[config.mk]
export PLATFORM = sky130hd
export DESIGN_NAME = sirqls_top
export DESIGN_NICKNAME = d
export VERILOG_FILES = /design/src/include/sirqls_pkg.sv /design/src/logic/sirqls_top.sv /design/src/logic/sirqls_frame.sv
export SDC_FILE = /design/constraint.sdc
export NUM_CORES = 1
export LEC_CHECK = 0
export ABC_CLOCK_PERIOD_IN_PS = 5000
export BUFFER_PORTS_ARGS = -buffer_cell sky130_fd_sc_hd__buf_4
export CORE_MARGIN = 2
export CORE_UTILIZATION = 55
export CTS_CLUSTER_SIZE = 28
export DETAILED_ROUTE_END_ITERATION = 6
export PLACE_DENSITY = 0.78
export SLEW_MARGIN = 10
export SYNTH_ARGS = -nofsm -noshare
export SYNTH_HDL_FRONTEND = slang
export SYNTH_SLANG_ARGS = --single-unit
[constraint.sdc]
create_clock -name clk -period 5 [get_ports clk]
set_input_delay 1 -clock clk [delete_from_list [all_inputs] [get_ports clk]]
set_output_delay 1 -clock clk [all_outputs]
set_load 0.01 [all_outputs]
[src/include/sirqls_pkg.sv]
// sirqls_pkg: shared constants, types and register map of the serial interrupt level status block
package sirqls_pkg;

    // ****************************************************************
    // register map
    // ****************************************************************
    localparam logic       SPACE_MEM        = 1'b0;   // device-control memory window
    localparam logic       SPACE_CFG        = 1'b1;   // classic configuration space
    localparam logic [7:0] MEM_MODE_OFF     = 8'h48;  // mode control, memory window
    localparam logic [7:0] CFG_MODE_OFF     = 8'he0;  // mode control, configuration alias
    localparam logic [7:0] MEM_SELECT_OFF   = 8'h4a;  // trigger select, memory window
    localparam logic [7:0] CFG_SELECT_OFF   = 8'he2;  // trigger select, configuration alias
    localparam logic [7:0] MEM_STATUS_OFF   = 8'h4c;  // level status, memory window
    localparam logic [7:0] CFG_STATUS_OFF   = 8'he4;  // level status, configuration alias

    // ****************************************************************
    // field layout and reset values
    // ****************************************************************
    localparam int          MODE_DRIVE_BIT  = 0;      // recovery drive select
    localparam int          MODE_POLL_BIT   = 1;      // continuous or quiet select
    localparam int          MODE_WIDTH_LSB  = 2;      // start width field, bits 3:2
    localparam int          MODE_BITS       = 4;      // implemented mode bits
    localparam logic [3:0]  MODE_RESET      = 4'h0;   // mode control after reset
    localparam logic [15:0] SELECT_RESET    = 16'h0000; // all lines edge-triggered
    localparam logic [15:0] STATUS_RESET    = 16'h0000; // no flags

    // ****************************************************************
    // start frame widths and frame timing, in serial clocks
    // ****************************************************************
    localparam logic [1:0] WIDTH_CODE_4     = 2'h0;   // four clocks
    localparam logic [1:0] WIDTH_CODE_6     = 2'h1;   // six clocks
    localparam logic [1:0] WIDTH_CODE_8     = 2'h2;   // eight clocks
    localparam logic [3:0] START_CLKS_4     = 4'h4;
    localparam logic [3:0] START_CLKS_6     = 4'h6;
    localparam logic [3:0] START_CLKS_8     = 4'h8;
    localparam logic [3:0] STOP_CLKS_QUIET  = 4'h2;   // stop frame in quiet mode
    localparam logic [3:0] STOP_CLKS_CONT   = 4'h3;   // stop frame in continuous mode
    localparam int         NUM_LINES        = 16;     // interrupt slots per frame

    // ****************************************************************
    // register request carrier
    // ****************************************************************
    typedef struct packed {
        logic        wr;      // write strobe, one cycle
        logic        rd;      // read strobe, one cycle
        logic        space;   // memory window or configuration alias
        logic [7:0]  addr;    // byte offset within the chosen space
        logic [15:0] wdata;   // write data
    } sirqls_req_type;

endpackage : sirqls_pkg

[src/logic/sirqls_top.sv]
// sirqls_top: trigger selection and level status registers with their serial frame engine
// How it works
// - one select bit per line, one means level
// - all resets clear select and status bits
// - level line asserted in stream sets flag
// - writing one clears flag and re-arms line
// - edge-selected lines never set a flag
// - status bit reads one once level line asserted
// - status at 4Ch and alias E4h, shared
// - start frame four, six or eight clocks
// - poll bit picks continuous or quiet mode
// - recovery drives high or floats per bit
`timescale 1ns/1ps
module sirqls_top
    import sirqls_pkg::*;
#(
    parameter int LINES = NUM_LINES
) (
    input  wire logic                     clk,
    input  wire logic                     rst_n,
    input  wire logic                     ce,
    input  wire logic                     link_reset_in,
    input  wire logic                     global_reset_in,
    input  wire sirqls_req_type           reg_req,
    output logic [15:0]                   reg_rdata_ff,
    output logic                          reg_ack_ff,
    input  wire logic                     serial_interrupt_line_i,
    output logic                          serial_interrupt_line_o,
    output logic                          serial_interrupt_line_oe,
    output logic [LINES-1:0]              line_level_flags_ff
);

    // ****************************************************************
    // pin synchronisers
    // ****************************************************************
    logic [1:0] link_rst_sync_ff;   // link reset, two stages
    logic [1:0] glob_rst_sync_ff;   // global reset, two stages
    logic [1:0] line_sync_ff;       // serial interrupt line, two stages
    logic       clear_all;          // any reset source active

    // two flip-flop synchronisers; only the second stage is used
    always_ff @(posedge clk) begin
        if (!rst_n) begin
            link_rst_sync_ff <= 2'h0;
            glob_rst_sync_ff <= 2'h0;
            line_sync_ff     <= 2'h3;
        end else if (ce) begin
            link_rst_sync_ff <= {link_rst_sync_ff[0], link_reset_in};
            glob_rst_sync_ff <= {glob_rst_sync_ff[0], global_reset_in};
            line_sync_ff     <= {line_sync_ff[0], serial_interrupt_line_i};
        end
    end

    // power-on, link and global reset all clear the block
    assign clear_all = !rst_n || link_rst_sync_ff[1] || glob_rst_sync_ff[1];

    // ****************************************************************
    // register decode
    // ****************************************************************
    logic                    hit_mode;     // mode control addressed
    logic                    hit_select;   // trigger select addressed
    logic                    hit_status;   // level status addressed
    logic [MODE_BITS-1:0]    mode_ff;      // width, poll, drive bits
    logic [LINES-1:0]        select_ff;    // trigger select per line
    logic [LINES-1:0]        nxt_status;   // next level status
    logic [LINES-1:0]        status_ff;    // level status per line
    logic [LINES-1:0]        set_vec;      // lines flagged this cycle
    logic [LINES-1:0]        clr_vec;      // lines re-armed this cycle

    // both views of each register hit the same storage
    always_comb begin
        hit_mode   = (reg_req.space == SPACE_MEM) ? (reg_req.addr == MEM_MODE_OFF)
                                                  : (reg_req.addr == CFG_MODE_OFF);
        hit_select = (reg_req.space == SPACE_MEM) ? (reg_req.addr == MEM_SELECT_OFF)
                                                  : (reg_req.addr == CFG_SELECT_OFF);
        hit_status = (reg_req.space == SPACE_MEM) ? (reg_req.addr == MEM_STATUS_OFF)
                                                  : (reg_req.addr == CFG_STATUS_OFF);
    end

    // ****************************************************************
    // mode control and trigger select
    // ****************************************************************
    // plain read/write storage, cleared by every reset source
    always_ff @(posedge clk) begin
        if (clear_all) begin
            mode_ff   <= MODE_RESET;
            select_ff <= SELECT_RESET;
        end else if (ce && reg_req.wr) begin
            if (hit_mode) begin
                mode_ff <= reg_req.wdata[MODE_BITS-1:0];
            end
            if (hit_select) begin
                select_ff <= reg_req.wdata[LINES-1:0];
            end
        end
    end

    // ****************************************************************
    // frame engine
    // ****************************************************************
    logic                       slot_strobe;    // one slot sampled
    logic [$clog2(LINES)-1:0]   slot_idx;       // which slot
    logic                       slot_asserted;  // slot showed the line asserted

    sirqls_frame #(
        .LINES (LINES)
    ) u_frame (
        .clk              (clk),
        .rst_n            (rst_n),
        .ce               (ce),
        .clear            (clear_all),
        .width_code       (mode_ff[MODE_WIDTH_LSB +: 2]),
        .quiet            (mode_ff[MODE_POLL_BIT]),
        .tristate_rec     (mode_ff[MODE_DRIVE_BIT]),
        .line_in          (line_sync_ff[1]),
        .line_o_ff        (serial_interrupt_line_o),
        .line_oe_ff       (serial_interrupt_line_oe),
        .slot_strobe_ff   (slot_strobe),
        .slot_idx_ff      (slot_idx),
        .slot_asserted_ff (slot_asserted)
    );

    // ****************************************************************
    // level status flags
    // ****************************************************************
    // per-line set and re-arm terms
    genvar g;
    generate
        for (g = 0; g < LINES; g++) begin : g_line
            // only level-selected lines ever flag
            assign set_vec[g] = slot_strobe && slot_asserted && select_ff[g]
                                && (slot_idx == ($clog2(LINES))'(g));
            // write of one to an asserted bit re-arms it
            assign clr_vec[g] = reg_req.wr && hit_status && reg_req.wdata[g];
        end
    endgenerate

    // set wins over a re-arm in the same cycle; flags hold otherwise
    always_comb begin
        nxt_status = (status_ff & ~clr_vec) | set_vec;
    end

    // status storage and its copy on the output pins
    always_ff @(posedge clk) begin
        if (clear_all) begin
            status_ff           <= STATUS_RESET;
            line_level_flags_ff <= STATUS_RESET;
        end else if (ce) begin
            status_ff           <= nxt_status;
            line_level_flags_ff <= nxt_status;
        end
    end

    // ****************************************************************
    // read port
    // ****************************************************************
    // answers one cycle after each strobe, unmapped offsets read zero
    always_ff @(posedge clk) begin
        if (clear_all) begin
            reg_rdata_ff <= 16'h0000;
            reg_ack_ff   <= 1'b0;
        end else if (ce) begin
            reg_ack_ff <= reg_req.rd || reg_req.wr;
            if (reg_req.rd) begin
                if (hit_status) begin
                    reg_rdata_ff <= status_ff;
                end else if (hit_select) begin
                    reg_rdata_ff <= select_ff;
                end else if (hit_mode) begin
                    reg_rdata_ff <= {12'h000, mode_ff};
                end else begin
                    reg_rdata_ff <= 16'h0000;
                end
            end
        end
    end

endmodule : sirqls_top

[src/logic/sirqls_frame.sv]
// sirqls_frame: serial interrupt frame engine, start frame, slot sampling, stop frame
`timescale 1ns/1ps
module sirqls_frame
    import sirqls_pkg::*;
#(
    parameter int LINES = NUM_LINES
) (
    input  wire logic                     clk,
    input  wire logic                     rst_n,
    input  wire logic                     ce,
    input  wire logic                     clear,
    input  wire logic [1:0]               width_code,
    input  wire logic                     quiet,
    input  wire logic                     tristate_rec,
    input  wire logic                     line_in,
    output logic                          line_o_ff,
    output logic                          line_oe_ff,
    output logic                          slot_strobe_ff,
    output logic [$clog2(LINES)-1:0]      slot_idx_ff,
    output logic                          slot_asserted_ff
);

    // ****************************************************************
    // state and counters
    // ****************************************************************
    typedef enum {st_idle, st_start, st_start_rec, st_start_turn,
                  st_sample, st_slot_rec, st_slot_turn,
                  st_stop, st_stop_rec, st_stop_turn} sirqls_state_type;

    sirqls_state_type                st_ff;      // frame phase
    logic [3:0]                      cnt_ff;     // clocks left in a driven phase
    logic [$clog2(LINES)-1:0]        slot_ff;    // current slot
    logic [3:0]                      start_clks; // decoded start width

    // decode start width, reserved code falls back to four clocks
    always_comb begin
        unique case (width_code)
            WIDTH_CODE_6: start_clks = START_CLKS_6;
            WIDTH_CODE_8: start_clks = START_CLKS_8;
            default:      start_clks = START_CLKS_4;
        endcase
    end

    // ****************************************************************
    // frame sequencer
    // ****************************************************************
    // walks start, sixteen slots of three clocks, stop, recovery
    always_ff @(posedge clk) begin
        if (clear) begin
            st_ff            <= st_idle;
            cnt_ff           <= 4'h0;
            slot_ff          <= '0;
            line_o_ff        <= 1'b1;
            line_oe_ff       <= 1'b0;
            slot_strobe_ff   <= 1'b0;
            slot_idx_ff      <= '0;
            slot_asserted_ff <= 1'b0;
        end else if (ce) begin
            slot_strobe_ff <= 1'b0;
            unique case (st_ff)
                st_idle: begin
                    // continuous runs frames back to back, quiet waits for a request
                    if (!quiet || !line_in) begin
                        st_ff      <= st_start;
                        cnt_ff     <= start_clks - 4'h1;
                        line_o_ff  <= 1'b0;
                        line_oe_ff <= 1'b1;
                    end
                end
                st_start: begin
                    if (cnt_ff == 4'h0) begin
                        st_ff      <= st_start_rec;
                        line_o_ff  <= 1'b1;
                        line_oe_ff <= !tristate_rec;
                    end else begin
                        cnt_ff <= cnt_ff - 4'h1;
                    end
                end
                st_start_rec: begin
                    st_ff      <= st_start_turn;
                    line_oe_ff <= 1'b0;
                end
                st_start_turn: begin
                    st_ff   <= st_sample;
                    slot_ff <= '0;
                end
                st_sample: begin
                    st_ff <= st_slot_rec;
                end
                st_slot_rec: begin
                    st_ff <= st_slot_turn;
                end
                st_slot_turn: begin
                    // the synchroniser lags two clocks, so the sample phase is seen now
                    slot_strobe_ff   <= 1'b1;
                    slot_idx_ff      <= slot_ff;
                    slot_asserted_ff <= !line_in;  // low in the sample phase means asserted
                    if (slot_ff == LINES[$clog2(LINES)-1:0] - 1'b1) begin
                        st_ff      <= st_stop;
                        cnt_ff     <= (quiet ? STOP_CLKS_QUIET : STOP_CLKS_CONT) - 4'h1;
                        line_o_ff  <= 1'b0;
                        line_oe_ff <= 1'b1;
                    end else begin
                        st_ff   <= st_sample;
                        slot_ff <= slot_ff + 1'b1;
                    end
                end
                st_stop: begin
                    if (cnt_ff == 4'h0) begin
                        st_ff      <= st_stop_rec;
                        line_o_ff  <= 1'b1;
                        line_oe_ff <= !tristate_rec;
                    end else begin
                        cnt_ff <= cnt_ff - 4'h1;
                    end
                end
                st_stop_rec: begin
                    st_ff      <= st_stop_turn;
                    line_oe_ff <= 1'b0;
                end
                st_stop_turn: begin
                    st_ff <= st_idle;
                end
            endcase
        end
    end

endmodule : sirqls_frame

After elaboration in Yosys (flattened, before gate mapping)
Cells that the tools add are included.
{"block": "word_totals", "regBits": 107, "in_bits": 33, "wordCells": 167, "out_inout_bits": 35}
{"block": "op_classes", "add_sub_neg": 4, "eq_ne": 40, "mux": 28, "reduce_logical": 76, "n_bitwise": 3}
{"op": "32-bit one-hot mux with 10 select lines", "count": 1}
{"op": "32-bit by 3-bit == test with 1-bit output, second input constant", "count": 4}
{"op": "32-bit two-way mux", "count": 3}
{"op": "32-bit by 2-bit == test with 1-bit output, second input constant", "count": 2}
{"op": "32-bit by 4-bit == test with 1-bit output, second input constant", "count": 2}
{"op": "1-bit logical AND", "count": 51}
{"op": "4-bit == test, second input constant", "count": 9}
{"op": "32-bit by 1-bit == test with 1-bit output, second input constant", "count": 1}
{"op": "32-bit logical NOT", "count": 1}
{"op": "16-bit two-way mux", "count": 2}
{"op": "8-bit by 7-bit == test with 1-bit output, second input constant", "count": 3}
{"op": "8-bit == test, second input constant", "count": 3}
{"op": "4-bit two-way mux", "count": 5}
{"op": "16-bit AND", "count": 1}
{"op": "4-bit by 3-bit == test with 1-bit output, second input constant", "count": 4}
{"op": "16-bit NOT", "count": 1}
{"op": "16-bit OR", "count": 1}
{"op": "4-bit one-hot mux with 2 select lines", "count": 2}
{"op": "5-bit AND reduction", "count": 3}
{"op": "4-bit one-hot mux with 3 select lines", "count": 1}
{"op": "4-bit by 1-bit subtractor with 4-bit output, second input constant", "count": 3}
{"op": "1-bit two-way mux", "count": 11}
{"op": "2-bit by 1-bit inequality test with 1-bit output, second input constant", "count": 5}
{"op": "4-bit by 2-bit == test with 1-bit output, second input constant", "count": 2}
{"op": "other kinds (18)", "count": 30}

Logic depth before layout (Yosys ltp)
Gate-level depths: netlist (run 1).
{"block": "depth", "word_depth": 7, "depth_mapped": 8, "mapped_depth_nobuf": 7}

Hierarchy
From an unflattened synthesis (run 1), not the netlist that was laid out.
{"block": "hier_totals", "hier_cells": 434, "hier_area_um2": 3784.9}
{"mod": "sirqls_top", "n_inst": 1, "cells_per_inst": 301, "area_each_um2": 2647.5}
{"mod": "sirqls_frame", "n_inst": 1, "cells_per_inst": 133, "area_each_um2": 1137.3}

Least setup slack after synthesis (run 1)
Ideal clock, no wire load.
{"block": "synth_path", "path_kind": "input to register", "start": "in reg_req[24] (netlist name)", "end": "reg status_ff[5]", "required_ns": 4.868, "path_stages": 6, "setup_slack_ns": 2.292, "arrival_time_ns": 2.576, "cell_sequence": "or4b_4 > a2111oi_4 > nand3_2 > buf_6 > o21ai_2 > a21oi_1"}
{"block": "synth_via", "elab_chain_len": 6}
{"item": "start, declared", "line_no": "sirqls_top.sv:24", "rtl": "input wire sirqls_req_type reg_req,"}
{"item": "1-bit two-way mux", "line_no": "sirqls_top.sv:76", "rtl": "hit_status = (reg_req.space == SPACE_MEM) ? (reg_req.addr == MEM_STATUS_OFF)"}
{"item": "1-bit logical AND (2 in a row)", "line_no": "sirqls_top.sv:134", "rtl": "assign clr_vec[g] = reg_req.wr && hit_status && reg_req.wdata[g];"}
{"item": "16-bit NOT", "line_no": "sirqls_top.sv:140", "rtl": "nxt_status = (status_ff & ~clr_vec) | set_vec;"}
{"item": "16-bit AND", "line_no": "sirqls_top.sv:140"}
{"item": "16-bit OR", "line_no": "sirqls_top.sv:140"}
{"item": "end signal, assigned", "line_no": "sirqls_top.sv:149", "rtl": "status_ff <= nxt_status;"}
{"item": "end, declared", "line_no": "sirqls_top.sv:66", "rtl": "logic [LINES-1:0] status_ff;"}
Every way passes these cells.
A chain may end at the register's enable or synchronous reset.

Worst setup path in the final report (run 1)
{"block": "layout_path", "start": "in reg_req[24] (netlist name)", "end": "reg status_ff[3]"}
The elaborated chain is that of the path after synthesis.

==> impl_metrics.ini, run 1 <==
[routing]
ant_nets = 0
first_pass_iters = 4
vias = 3363
post-route-drc-count = 0
routedWlPerCell_um = 15.9
viasPerCell = 5.91
drt-initial-drc-count = 248
routed_wl_um = 9040

[place]
dp_hpwl_um = 6330
io_buffers = 67
dpl_worst_slack_ns = 1.70
place_inst = 554
gp_congestion = 0.906

[setup_path]
cp.arrival_ns = 3.18
critical-path-top-delay-family = simple AND/OR/NAND/NOR gates
slowest_stage = or4b_4
start_kind = input port
end_kind = register
crit_buf_inv = 2
path_cells = buf_4, or4b_4, a2111oi_4, buf_4, nand3_2, o21ai_0, a21oi_1
cpMostUsedCell = buf_4
cp_max_fo = 17
worst_path_largest_cell_delay_ns = 0.56
cp_data_required_time_ns = 5.19
crit_type = input port to register

[power]
irDropWorstVdd_mv = 0.179
power.density_nw_per_um2 = 288
p_leak_nw = 1.73
p_total_mw = 1.23

[final_layout]
drive_above_1_share_pct = 20.9
antenna-diode-count = 0
nNetsFinal = 523
area_growth_pct = 19.4
instances_no_fill = 569
fillCellCount = 578

[sta]
setup_viol = 0
slew_headroom_pct = 25.7
post-route-period-util_pct = 59.9
fin_ws_ns = 2.00
drv_slew = 0
final_hold_viol_count = 0
fin_skew_ns = 0.00758
setup_tns_ns = 0
min_period_ns = 3.00
fmax_mhz = 334
rsz0062_at_grt = no
worstMarginPinSlew_ns = 1.11

[clock_tree]
cts_setup_buffers = 0
cts_resized = 0
insertion_delay_ns = 0.35
hold_buffers = 0
clock_sinks = 79
clk_path_buf_depth = 2
clk_pin_slew_ns = 0.08
htree_levels = 3
numCtsBuffers = 9
clockRootBuffer = clkbuf_8
cts_tree = yes

[logic_synthesis]
ys_ff_latch = 79
yosys.area.top_type_share_pct = 44.3
yosysTopAreaCell = dfxtp_1
yosysUniqueCellTypes = 47
synth_edf_count = 0
synth-async-reset-ratio_pct = 0
yosysWarnings = 0
synthTopCellsByCount = 79 x dfxtp_1, 50 x nand2_1, 46 x a21oi_1, 41 x nor2_1, 26 x o21ai_0
synth_nets = 465
netlist_top_cells_area = dfxtp_1 44%, a21oi_1 6.4%, nand2_1 5.3%
synth_most_common_cell = dfxtp_1
syn_area_um2 = 3570
ys_seq_area_share_pct = 44.3
synthCells = 430
ys_dominant_reg_cell = dfxtp_1
synth.avg_cell_area_um2 = 8.31

[global_routing]
grt-ovfl-total = 0
grt_pass1_vias = 3188
track_usage_pct = 25.9
grt_first_pass_wirelength_um = 14900
antenna_found_initial = 0
grt_max_degree = 30

[floorplanning]
dieWidth_um = 84.6
core-area_um2 = 6310
start_util_pct = 56.6
die_area_um2 = 7160
pin_count = 68
rows = 29
die_h_um = 84.6

[run]
max_cap_viol_count = 0

[status]
status = finished, final reports clean

[min_path]
min_path_type = register to register
[state kept, by name, indices dropped and copies added, names as in the netlist]
| register | flops |
|---|---|
| mode_ff | 4 |
| u_frame.slot_strobe_ff | 1 |
| reg_ack_ff | 1 |
| status_ff | 16 |
| u_frame.slot_asserted_ff | 1 |
| u_frame.st_ff | 4 |
| select_ff | 16 |
| u_frame.line_oe_ff | 1 |
| u_frame.cnt_ff | 4 |
| line_sync_ff | 2 |
| u_frame.line_o_ff | 1 |
| glob_rst_sync_ff | 2 |
| reg_rdata_ff | 16 |
| u_frame.slot_idx_ff | 4 |
| link_rst_sync_ff | 2 |
| u_frame.slot_ff | 4 |
[worst paths after layout]
kind	from	to	slack (ns)	depth (start not counted)
max	reg_req[24]	status_ff[3]$_SDFFE_PP0P_	2.00	7
min	u_frame.cnt_ff[3]$_SDFFE_PP0P_	u_frame.cnt_ff[3]$_SDFFE_PP0P_	0.46	1
max reg2reg	u_frame.st_ff[0]$_SDFFE_PP0P_	u_frame.cnt_ff[1]$_SDFFE_PP0P_	2.46	7
min reg2reg	u_frame.cnt_ff[3]$_SDFFE_PP0P_	u_frame.cnt_ff[3]$_SDFFE_PP0P_	0.46	1
[report_power, final]
group | internal, mW | leakage [nW] | total [mW] | switching (mW)
registers | 0.645 | 0.640 | 0.663 | 0.0178
logic | 0.0628 | 1.01 | 0.143 | 0.0802
clock network | 0.191 | 0.0845 | 0.421 | 0.230
[cell usage in the layout (no fill, tap or decap), types with 2 or more instances in the layout]
master,synthesis,routed
a211o_1,2,2
a211oi_1,3,3
a21oi_1,46,46
a221oi_1,12,12
a2bb2oi_1,2,2
a32o_1,5,5
and2_1,3,3
and3_1,3,3
buf_4,0,70
clkbuf_8,0,10
clkinv_2,0,2
clkinvlp_4,0,2
dfxtp_1,79,79
ha_1,2,2
inv_1,22,22
mux2i_1,18,18
nand2_1,50,50
nand2b_1,8,8
nand3_1,19,19
nand4_1,8,8
nor2_1,41,41
nor2b_1,11,11
nor3_1,10,10
nor3_2,2,2
nor4_1,2,2
nor4b_1,2,2
o21ai_0,26,26
o21ai_2,10,10
or4_1,2,2
[metal layers]
| layer | vias to the layer above | global-route usage (%) | part of all wire, % |
|---|---|---|---|
| met5 | - | 0 | 0 |
| met4 | 0 | 14.4 | 2.2 |
| met3 | 19 | 3.34 | 6.2 |
| met2 | 114 | 39.2 | 46 |
| met1 | 1602 | 35.6 | 45 |
| li1 | 1628 | - | - |
[final cells by class]
type,instances,area (µm²),share of cell area [%]
clock buffer,10,138,3.23
clock inverter,5,33.8,0.792
inverter,22,82.6,1.94
multi-input combinational,306,1810,42.4
sequential,79,1580,37.1
tap,77,96.3,2.26
timing repair buffer,70,526,12.3
[logic make-up (layout without fill, tap and decap cells)]
family,after synthesis,after routing,synth area share [%]
AND/OR/NAND/NOR,167,167,22.8
AO/OA/AOI/OAI,116,116,21.3
multiplexers,19,19,5.36
adder cells (fa/ha/maj),2,2,0.700
buffers and inverters,45,107,5.08
XOR/XNOR,2,2,0.490
flip-flops,79,79,44.3
[stage by stage]
step | util, % | instance area (µm²) | hold WS (ns)
after global placement | 64.9 | 4100 | 0.445
after global routing | 67.6 | 4270 | 0.473
final | 67.6 | 4270 | 0.465
after detailed placement | 64.9 | 4100 | 0.453
after floorplan | - | 3570 | 0.439
after CTS | 67.6 | 4270 | 0.464
No activity file was read; power rests on OpenSTA's default activity.
==> run 2: changes to the inputs <==
--- a/config.mk
+++ b/config.mk
@@ -5,13 +5,13 @@
 export SDC_FILE = /design/constraint.sdc
 export NUM_CORES = 1
 export LEC_CHECK = 0
-export ABC_CLOCK_PERIOD_IN_PS = 5000
+export ABC_CLOCK_PERIOD_IN_PS = 2700
 export BUFFER_PORTS_ARGS = -buffer_cell sky130_fd_sc_hd__buf_4
 export CORE_MARGIN = 2
-export CORE_UTILIZATION = 55
+export CORE_UTILIZATION = 50
 export CTS_CLUSTER_SIZE = 28
 export DETAILED_ROUTE_END_ITERATION = 6
-export PLACE_DENSITY = 0.78
+export PLACE_DENSITY = 0.75
 export SLEW_MARGIN = 10
 export SYNTH_ARGS = -nofsm -noshare
 export SYNTH_HDL_FRONTEND = slang
==> constraint.sdc (replaced) <==
create_clock -name clk -period 2.7 [get_ports clk]
set_input_delay 0.54 -clock clk [delete_from_list [all_inputs] [get_ports clk]]
set_output_delay 0.54 -clock clk [all_outputs]
set_load 0.01 [all_outputs]
==> impl_metrics.ini, run 2 (synthesis gave the netlist of run 1 again) <==
[final_layout]
instances_no_fill = 597
final_cell_mix = 79 x dfxtp_1, 78 x buf_4, 50 x nand2_1
drive_above_1_share_pct = 22.4
final_core_util_pct = 63.8
final_area_um2 = 4380
fillCellCount = 621
area_growth_pct = 22.7
antenna-diode-count = 0
nNetsFinal = 531
top_regs = reg_rdata_ff: 16 flops, select_ff: 16 flops, status_ff: 16 flops
final_common_cell = dfxtp_1

[sta]
fmax_mhz = 432
slew_headroom_pct = 54.5
fin_skew_ns = 0.00713
setup_tns_ns = 0
setup_viol = 0
final_hold_viol_count = 0
holdWs_ns = 0.400
rsz0062_at_grt = no
worstMarginPinSlew_ns = 0.678
fin_ws_ns = 0.386
post-route-period-util_pct = 85.7
min_period_ns = 2.31
drv_slew = 0

[routing]
routedWlPerCell_um = 15.9
post-route-drc-count = 0
ant_nets = 0
routed_wl_um = 9500
drt-initial-drc-count = 221
first_pass_iters = 5
wl_met2_um = 4550
vias = 3432
top_layer_used = met4
wl_met1_um = 4080
routed-wl-met3_um = 703
viasPerCell = 5.75

[clock_tree]
clk_pin_slew_ns = 0.09
numCtsBuffers = 9
htree_levels = 3
cts_tree = yes
hold_buffers = 0
insertion_delay_ns = 0.35
clock_sinks = 79
clk_path_buf_depth = 2
cts_setup_buffers = 0
clockRootBuffer = clkbuf_8
cts_resized = 0

[place]
placed_cell_area_um2 = 4180
gp_congestion = 0.883
dp_hpwl_um = 6700
io_buffers = 67
place_inst = 581
dpl_worst_slack_ns = 0.214

[power]
p_leak_nw = 1.79
irDropWorstVdd_mv = 0.323
p_total_mw = 2.42
power.density_nw_per_um2 = 552

[setup_path]
cp_data_required_time_ns = 2.99
start_kind = register
rr_endpoint = u_frame.cnt_ff[1]$_SDFFE_PP0P_
end_kind = register
ff2ff_path_depth = 7
cp_max_fo = 6
reg2reg_slack_ns = 0.39
r2r-start = u_frame.st_ff[1]$_SDFFE_PP0P_
cp.arrival_ns = 2.60
cp-startpoint = u_frame.st_ff[1]$_SDFFE_PP0P_
crit_type = register to register

[floorplanning]
rows = 30
pin_count = 68
dieWidth_um = 88.5
start_util_pct = 52.0
core-area_um2 = 6870
die_area_um2 = 7840
die_h_um = 88.5

[global_routing]
antenna_found_initial = 0
grt-ovfl-total = 0
grt_max_degree = 45
track_usage_pct = 25.1
grt_pass1_vias = 3222
grt_first_pass_wirelength_um = 15200

[min_path]
hold_path_end = line_sync_ff[1]$_SDFFE_PN1P_
hold_path_depth = 2
min_path_type = input port to register
worstHoldStart = rst_n

[status]
status = finished, final reports clean

[run]
max_cap_viol_count = 0
## run 2: final cells by class
| class | instances | area, µm² | area share (%) |
|---|---|---|---|
| timing repair buffer | 78 | 586 | 13.4 |
| sequential | 79 | 1580 | 36.1 |
| multi-input combinational | 306 | 1810 | 41.3 |
| clock buffer | 9 | 124 | 2.83 |
| tap | 96 | 120 | 2.74 |
| clock inverter | 7 | 80.1 | 1.83 |
| inverter | 22 | 82.6 | 1.88 |
## run 2: where the power goes
part | leakage [nW] | internal [mW] | total, mW | switching (mW)
Clock | 0.102 | 0.440 | 0.915 | 0.474
Sequential | 0.640 | 1.19 | 1.21 | 0.0198
Combinational | 1.05 | 0.125 | 0.292 | 0.167
Total | 1.79 | 1.76 | 2.42 | 0.661
## run 2: worst max path at each step
stage               slack [ns]                        endpoint
global placement          0.30         mode_ff[3]$_SDFFE_PP0P_
detailed placement        0.21         mode_ff[1]$_SDFFE_PP0P_
finish                    0.39  u_frame.cnt_ff[1]$_SDFFE_PP0P_
floorplan                 0.45       status_ff[5]$_SDFFE_PP0P_
global route              0.28  u_frame.cnt_ff[1]$_SDFFE_PP0P_
CTS                       0.42  u_frame.cnt_ff[1]$_SDFFE_PP0P_
## run 2: metal layers
| layer | vias to the layer above | track usage [%] |
|---|---|---|
| met5 | - | 0 |
| met4 | 0 | 8.54 |
| met3 | 21 | 4.38 |
| met2 | 140 | 41.0 |
| met1 | 1613 | 33.6 |
| li1 | 1658 | - |
## run 2: worst max-delay path, cell delays in order (launching register included)
cell and delay [ns]:
dfxtp_1 0.33, xnor2_1 0.45, nand2_1 0.29, mux2i_1 0.24, ha_1 0.25, mux2_2 0.25
or3_1 0.30, a21oi_1 0.14
